`config.mk`:
```
export PLATFORM = sky130hd
export DESIGN_NAME = rvp_vector_place
export DESIGN_NICKNAME = d
export VERILOG_FILES = /design/src/rtl/rvp_pkg.sv /design/src/rtl/rvp_slot_rom.sv /design/src/rtl/rvp_vector_place.sv
export SDC_FILE = /design/constraint.sdc
export NUM_CORES = 1
export LEC_CHECK = 0
export ABC_AREA = 1
export BUFFER_PORTS_ARGS = -buffer_cell sky130_fd_sc_hd__buf_2
export CAP_MARGIN = 0
export CORE_AREA = 2 2 55 78
export CTS_BUF_LIST = sky130_fd_sc_hd__clkbuf_4 sky130_fd_sc_hd__clkbuf_8
export DETAILED_ROUTE_END_ITERATION = 12
export DIE_AREA = 0 0 57 80
export PLACE_DENSITY_LB_ADDON = 0.08
export SYNTH_ARGS = -nofsm -noshare
export SYNTH_HDL_FRONTEND = slang
export SYNTH_SLANG_ARGS = --single-unit
```
`constraint.sdc`:
```
create_clock -name clk -period 0.9 [get_ports clk]
set_input_delay 0.135 -clock clk [delete_from_list [all_inputs] [get_ports clk]]
set_output_delay 0.135 -clock clk [all_outputs]
set_load 0.02 [all_outputs]
```
`src/rtl/rvp_pkg.sv`:
```
/*
 * Package for the reset and vector placement block: vector slot layout,
 * fixed addresses, fuse encoding and the packed request/answer carriers.
 * Assumes a word-addressed program store with 13-bit word addresses.
 */
package rvp_pkg;

    // ****************************************************************
    // Address layout
    // ****************************************************************
    localparam int RVP_AW = 13;
    localparam logic [12:0] RVP_APP_RESET_ADDR = 13'h0000;
    localparam logic [12:0] RVP_APP_TABLE_START = 13'h0001;
    localparam logic [12:0] RVP_BOOT_TABLE_OFFSET = 13'h0002;
    localparam logic [12:0] RVP_SLOT_WORDS = 13'h0002;
    localparam logic [12:0] RVP_LAST_SLOT_OFFSET = 13'h0032;
    localparam int RVP_NUM_VECTORS = 25;
    localparam logic [4:0] RVP_IRQ_MAX = 5'h19;

    // Fuse encoding: one is unprogrammed, zero is programmed.
    localparam logic RVP_FUSE_UNPROGRAMMED = 1'b1;
    localparam logic RVP_FUSE_PROGRAMMED = 1'b0;

    // Default boot reset address; really set by the boot-size setting.
    localparam logic [12:0] RVP_BOOT_RESET_DEFAULT = 13'h1C00;

    // Reset values of the held control bits.
    localparam logic RVP_RELOCATE_RESET = 1'b0;
    localparam logic RVP_FUSE_RESET = 1'b1;

    // ****************************************************************
    // Vector numbers in slot order (slot 0 is reset)
    // ****************************************************************
    typedef enum logic [4:0] {
        RVP_V_RESET = 5'h00,
        RVP_V_EXTERNAL_IRQ_ZERO = 5'h01,
        RVP_V_EXTERNAL_IRQ_ONE = 5'h02,
        RVP_V_PIN_CHANGE_GROUP_ZERO = 5'h03,
        RVP_V_PIN_CHANGE_GROUP_ONE = 5'h04,
        RVP_V_PIN_CHANGE_GROUP_TWO = 5'h05,
        RVP_V_WATCHDOG = 5'h06,
        RVP_V_NONVOLATILE_READY = 5'h16,
        RVP_V_COMPARATOR_EVENT = 5'h17,
        RVP_V_TWO_WIRE = 5'h18,
        RVP_V_PROGRAM_STORE_READY = 5'h19
    } rvp_vector_t;

    // ****************************************************************
    // Carriers
    // ****************************************************************
    typedef struct packed {
        logic valid;
        logic [4:0] irq;
    } rvp_take_t;

    typedef struct packed {
        logic valid;
        logic [12:0] addr;
    } rvp_fetch_t;

endpackage : rvp_pkg

```
`src/rtl/rvp_slot_rom.sv`:
```
/*
 * Small registered lookup of the slot offset for every vector number.
 * Assumes the caller holds the vector number stable for one cycle.
 */
`timescale 1ns/1ns
`default_nettype none
module rvp_slot_rom #(
    parameter int DEPTH = 26
) (
    // Clocking
    input wire logic clk,
    input wire logic nrst,
    input wire logic ce,
    // Lookup
    input wire logic [4:0] index,
    output logic [12:0] offset
);
    import rvp_pkg::*;

    logic [12:0] table_mem [DEPTH];

    // Numbers past the table read as zero, not unknown, so the address
    // output stays clean while idle junk sits on the number lines.
    wire in_range = (int'(index) < DEPTH);

    // The table is a constant, so it is built once from the slot size.
    always_comb begin
        for (int i = 0; i < DEPTH; i++) begin
            table_mem[i] = 13'(i) * RVP_SLOT_WORDS;
        end
    end

    always_ff @(posedge clk or negedge nrst) begin
        if (!nrst) begin
            offset <= 13'h0000;
        end else if (ce) begin
            offset <= in_range ? table_mem[index] : 13'h0000;
        end
    end

endmodule : rvp_slot_rom
`default_nettype wire

```
`src/rtl/rvp_vector_place.sv`:
```
/*
 * Reset and interrupt vector placement. Chooses where the core starts
 * after reset and where each taken interrupt is fetched from.
 * Assumes the core raises a take request only for an interrupt that it
 * actually accepts, and that fuse and boot address are stable straps.
 */
// What this block does
// - With relocation set, every interrupt vector address is its slot plus the boot section start.
// - Execution after reset starts at 0x000 with the fuse unprogrammed, else at the boot address.
// - The table starts at 0x001 with relocation clear, else at boot address plus 0x0002.
// - A fuse value of one means unprogrammed and zero means programmed.
// - A vector slot is fetched only when its interrupt is really taken.
// - Reset vector and table may lie in different sections independently.
// - Each vector has a two-word slot, reset at offset zero and the last at 0x0032.
`timescale 1ns/1ns
`default_nettype none
module rvp_vector_place #(
    parameter logic [12:0] BOOT_RESET_ADDR = rvp_pkg::RVP_BOOT_RESET_DEFAULT
) (
    // Clocking
    input wire logic clk,
    input wire logic nrst,
    input wire logic ce,
    // Straps and control
    input wire logic boot_reset_fuse,
    input wire logic vector_relocate_select,
    // Core side
    input wire rvp_pkg::rvp_take_t take,
    output rvp_pkg::rvp_fetch_t fetch,
    output logic [12:0] reset_addr,
    output logic [12:0] table_start,
    output logic reset_fetch_valid
);
    import rvp_pkg::*;

    // ****************************************************************
    // Straps caught after reset release
    // ****************************************************************
    logic fuse_reg;
    logic fuse_taken_reg;
    logic relocate_reg;

    // The fuse is caught once after release, since an async reset may
    // only load constants; relocation follows software at any time.
    always_ff @(posedge clk or negedge nrst) begin
        if (!nrst) begin
            fuse_reg <= RVP_FUSE_RESET;
            fuse_taken_reg <= 1'b0;
            relocate_reg <= RVP_RELOCATE_RESET;
        end else if (ce) begin
            if (!fuse_taken_reg) begin
                fuse_reg <= boot_reset_fuse;
            end
            fuse_taken_reg <= 1'b1;
            relocate_reg <= vector_relocate_select;
        end
    end

    // ****************************************************************
    // Placement decode
    // ****************************************************************
    function automatic logic [12:0] place_base(input logic moved, input logic [12:0] boot);
        place_base = moved ? boot : 13'h0000;
    endfunction : place_base

    wire fuse_programmed = (fuse_reg == RVP_FUSE_PROGRAMMED);
    // Reset and table bases are chosen apart, so each can sit in a
    // different section.
    wire [12:0] reset_next = place_base(fuse_programmed, BOOT_RESET_ADDR);
    wire [12:0] table_next = relocate_reg ? 13'(BOOT_RESET_ADDR + RVP_BOOT_TABLE_OFFSET)
                                          : RVP_APP_TABLE_START;
    wire [12:0] irq_base = place_base(relocate_reg, BOOT_RESET_ADDR);
    wire irq_ok = take.valid && (take.irq != 5'h00) && (take.irq <= RVP_IRQ_MAX);

    // ****************************************************************
    // Slot lookup and fetch answer
    // ****************************************************************
    logic [12:0] slot_offset;
    logic pend_reg;
    logic [12:0] base_reg;

    rvp_slot_rom #(.DEPTH(RVP_NUM_VECTORS + 1)) u_rom (
        .clk(clk),
        .nrst(nrst),
        .ce(ce),
        .index(take.irq),
        .offset(slot_offset)
    );

    // The answer appears two cycles after the take: one for the slot
    // lookup, one for the address register.
    always_ff @(posedge clk or negedge nrst) begin
        if (!nrst) begin
            pend_reg <= 1'b0;
            base_reg <= 13'h0000;
            fetch <= '0;
            reset_addr <= RVP_APP_RESET_ADDR;
            table_start <= RVP_APP_TABLE_START;
            reset_fetch_valid <= 1'b0;
        end else if (ce) begin
            pend_reg <= irq_ok;
            base_reg <= irq_base;
            fetch.valid <= pend_reg;
            fetch.addr <= 13'(base_reg + slot_offset);
            reset_addr <= reset_next;
            table_start <= table_next;
            reset_fetch_valid <= fuse_taken_reg;
        end
    end
endmodule : rvp_vector_place
`default_nettype wire

```
### After elaboration in Yosys (flattened, before gate mapping)

Memory sizes are Yosys's and may differ from the RTL's.
Cells that the tools add are included.

| operators by class | value |
|---|---|
| add/sub/neg operators | 1 |
| magnitude comparators | 3 |
| multiplexer cells | 6 |
| bitwise operators | 2 |
| reduce and logical (&&, ||, !) cells | 4 |

Operators by type and width:

| cell | number |
|---|---|
| 13-bit two-way mux | 6 |
| 13-bit adder | 1 |
| 6-bit >= comparator, second input constant | 1 |
| 5-bit NOT with 6-bit output | 1 |
| 5-bit less-or-equal comparator, second input constant | 1 |
| 5-bit < comparator, second input constant | 1 |
| 5-bit nonzero test | 1 |
| 1-bit logical AND | 2 |
| 2-bit AND reduction | 1 |
| 1-bit NOT | 1 |

| storage, ports and cells | value |
|---|---|
| flip-flop bits (word level) | 71 |
| ROM bits | 416 |
| output and inout port bits | 41 |
| word-level logic and storage cells | 28 |
| memories | 1 |

Memory list:

| name | words | width | read ports | clocked after memory_dff | wr ports | RTL line | RTL |
|---|---|---|---|---|---|---|---|
| (no name shown) | 32 | 13 | 1 | 0 | 0 | rvp_slot_rom.sv:37 | `offset <= in_range ? table_mem[index] : 13'h0000;` |

### Logic depth before layout (Yosys ltp)

| depth | value |
|---|---|
| word-level depth | 5 |
| depth in mapped cells | 5 |
| mapped depth without buffers | 5 |

### By module

A second synthesis with hierarchy kept.

| second synthesis, totals | value |
|---|---|
| cells, all modules | 173 |
| area, all modules | 1,385.1 µm² |

By module, submodules not included:

| module | times used | cells an instance | area each (µm²) | sequential area each (µm²) |
|---|---|---|---|---|
| rvp_vector_place | 1 | 131 | 1,088.5 | 553.0 |
| rvp_slot_rom | 1 | 42 | 296.5 | 125.1 |

### Worst setup path before layout

Ideal clock, no wire load.

| timing path | value |
|---|---|
| path kind | reg2out |
| start | reg, netlist name base_reg[11] |
| end | out table_start[10] |
| arrival | 0.664 ns |
| required time | 0.765 ns |
| slack | 0.101 ns |
| stages on the path, launching flop included | 2 |
| path through | dfrtp_1 > buf_4 |

RTL lines:

| element | RTL line | RTL |
|---|---|---|
| end, declared | rvp_vector_place.sv:31 | `output logic [12:0] table_start,` |

### Worst setup path after layout

| timing path | value |
|---|---|
| start | reg table_start[0] |
| end | out table_start[0] |

RTL lines:

| element | RTL line | RTL |
|---|---|---|
| start signal, assigned | rvp_vector_place.sv:106 | `table_start <= table_next;` |

No word-level cell between the ends.

==> results.yml <==
status:
  status: "complete, but fails checks"
  violations: "setup timing"
final_layout:
  top_register: "fetch"
  largest_reg_flops: 7
  syn_to_final_growth_pct: 26.1
  finalNonFillerCells: 190
  filler_cell_count: 404
  antenna_cells_inserted: 0
  final_net_count: 160
  finish.utilization_pct: 34.2
  top_regs: "fetch: 7 flops, u_rom.offset: 5 flops"
  drive_gt1_share_pct: 36.1
synthesis:
  yosys_warnings: 0
  synth_edf_count: 0
  yosysUniqueCellTypes: 19
  syn_area_sq_um: 1040
  synth_seq_area_share_pct: 48.1
  syn_inst: 113
  synth-main-ff-cell: "dfrtp_1"
  ys_ff_latch: 20
  ys_async_sr_fraction_pct: 100
  postSynthAreaPerCell_sq_um: 9.25
drt:
  wl_met1_microns: 794
  num_vias: 735
  routed_wirelength_microns: 1860
  dr_wl_met3_microns: 135
  drc_errors: 0
  first_pass_iters: 4
  first_iter_violations: 18
  routed_via_density: 3.87
  highest_layer: "met4"
  route.met2.wl_microns: 916
  wl_per_cell_microns: 9.79
  ant_nets: 0
min_path:
  hold_start: "boot_reset_fuse"
  min_to: "fuse_reg"
  min_path_type: "in2reg"
  hold_depth: 3
critical_path:
  cp_slowest_cell: "dfstp_2"
  r2r_slack_ns: 0.03
  worstReg2RegStart: "reset_fetch_valid"
  cp-end-kind: "output pin"
  arrival_ns: 0.90
  worstPathRequired_ns: 0.76
  crit_family: "flip-flops"
  path_buf_inv: 1
  reg2reg_to: "reset_fetch_valid"
  critPathMaxStageDelay_ns: 0.54
  worst-path-stages: 1
  worstSetupStartpointType: "register"
  crit_chain: "buf_6"
  crit_type: "reg2out"
  cp_max_fo: 2
  r2r_cells: 4
power_and_ir_drop:
  clockPowerShare_pct: 24.8
  ir_worst_vdd_uv: 632
  leakagePower_nw: 0.683
  powerDensity_nw_per_um2: 1740
  power_frac_seq_pct: 46.4
  finalPower_mw: 2.29
  p_comb_share_pct: 28.7
  cellInternalPower_mw: 1.59
  swShare_pct: 30.5
  p_sw_uw: 698
global_routing:
  grt_pass1_wl_microns: 3020
  antenna_found_initial: 0
  grt-ovfl-total: 0
  grt_max_degree: 21
  track_usage_pct: 8.58
  grt_pass1_vias: 645
clocking:
  cts_buffer_depth: 2
  cts_tree: "yes"
  cts.htree.levels: 1
  cts_buffers: 3
  cts_root_buf: "clkbuf_8"
  clk-insertion-delay-late_ns: 0.25
  cts.reportedPaths.clkPinSlew_ns: 0.07
  cts.sinks: 20
place:
  placement.io_buffers: 28
  dp_hpwl_microns: 1350
  dpl.cell_count: 174
  gp_congestion: 0.725
job:
  cap_violations: 0
die:
  die_area_sq_um: 4560
  ios: 52
  num_rows: 27
  die_w_microns: 57
  core_sq_um: 3850
  start_util_pct: 27.1
  fp.dieH_microns: 80
sta:
  fmax_mhz: 964
  drv_slew: 0
  layout_setup_ws_ns: -0.137
  setup_viol: 18
  finalCriticalPeriod_ns: 1.04
  hold_violations: 0
  fin_skew_ns: 0.00353
  final.period_utilization_pct: 115
  rsz0062_at_grt: "true"
## power groups by stage
| stage | Clock, mW | Sequential [mW] | Combinational [mW] |
|---|---|---|---|
| 2_1_floorplan | 0 | 1.12 | 0.396 |
| 3_3_place_gp | 0 | 1.06 | 0.481 |
| 3_5_place_dp | 0 | 1.06 | 0.480 |
| 4_1_cts | 0.608 | 1.06 | 0.643 |
| 5_1_grt | 0.636 | 1.07 | 0.714 |
| 6_report | 0.568 | 1.06 | 0.657 |
## through the flow
stage	setup WS (ns)	setup TNS (ns)	instance area, sq um	hold slack [ns]
after floorplan	0.101	0	1130	-0.161
after global placement	0.0443	0	1060	0.117
after detailed placement	-0.00940	-0.00940	1060	0.117
after CTS	-0.152	-1.22	1290	0.0811
after global routing	-0.169	-1.54	1320	0.103
final	-0.137	-0.972	1320	0.0902
## cell families after synthesis
logic type	Yosys count	synth area share, %
buffers and inverters	38	28.0
DFF	20	48.1
other	1	0.359
AOI/OAI and AO/OA	13	7.66
and+or+nand+nor	41	15.8
## worst reg2reg max path: stages, from the launching register on
cell	delay, ns
dfrtp_1	0.39
buf_4	0.13
buf_4	0.12
nor2_1	0.08
nor2_1	0.05
## layout by cell type (no fill, tap or decap), drive strengths merged, types with 2 or more instances in the layout
| master | Yosys | layout |
|---|---|---|
| inv | 5 | 5 |
| dfrtp | 18 | 18 |
| dfstp | 2 | 2 |
| buf | 33 | 41 |
| clkbuf | 0 | 3 |
| o21ai | 11 | 11 |
| nor2 | 7 | 7 |
| nand2 | 30 | 30 |
| nand3 | 2 | 2 |
| conb | 1 | 23 |
## worst max-delay path by stage
stage,start,endpoint,slack [ns]
6_report,table_start[0],table_start[0],-0.14
5_1_grt,table_start[0],table_start[0],-0.17
4_1_cts,table_start[0],table_start[0],-0.15
3_5_place_dp,ce,fuse_reg,-0.009
3_3_place_gp,ce,fuse_reg,0.04
2_1_floorplan,base_reg[11],table_start[10],0.10
## repair_timing
action,4_1_cts,5_1_grt
setup endpoints to repair,18,18
gates resized for setup,37,0
setup buffers,8,4
endpoints found under the hold margin,18,0
hold buffers,1,0
cloned,0,0
## routing by layer
layer	vias to the layer above	track usage, %
met5	-	0
met3	2	2.27
met2	33	13.7
li1	365	-
met4	0	3.49
met1	335	10.9
## Yosys cell counts (2+ instances only)
cell	number	area share, %
buf_8	2	2.9
dfrtp_1	18	43
o21ai_2	3	2.5
buf_4	30	22
o21ai_0	7	3.4
nor2_1	6	2.2
nand3_1	2	0.96
nand2_1	30	11
dfstp_2	2	5.0
inv_1	4	1.4
## final cells by class
class                      instances  area (sq um)  area share, %
clock buffer                       3          41.3           3.13
inverter                           5          26.3           1.99
multi-input combinational         77           332           25.2
sequential                        20           504           38.3
tap                               43          53.8           4.08
timing repair buffer              42           360           27.4
Power figures use the tool's default switching activity.
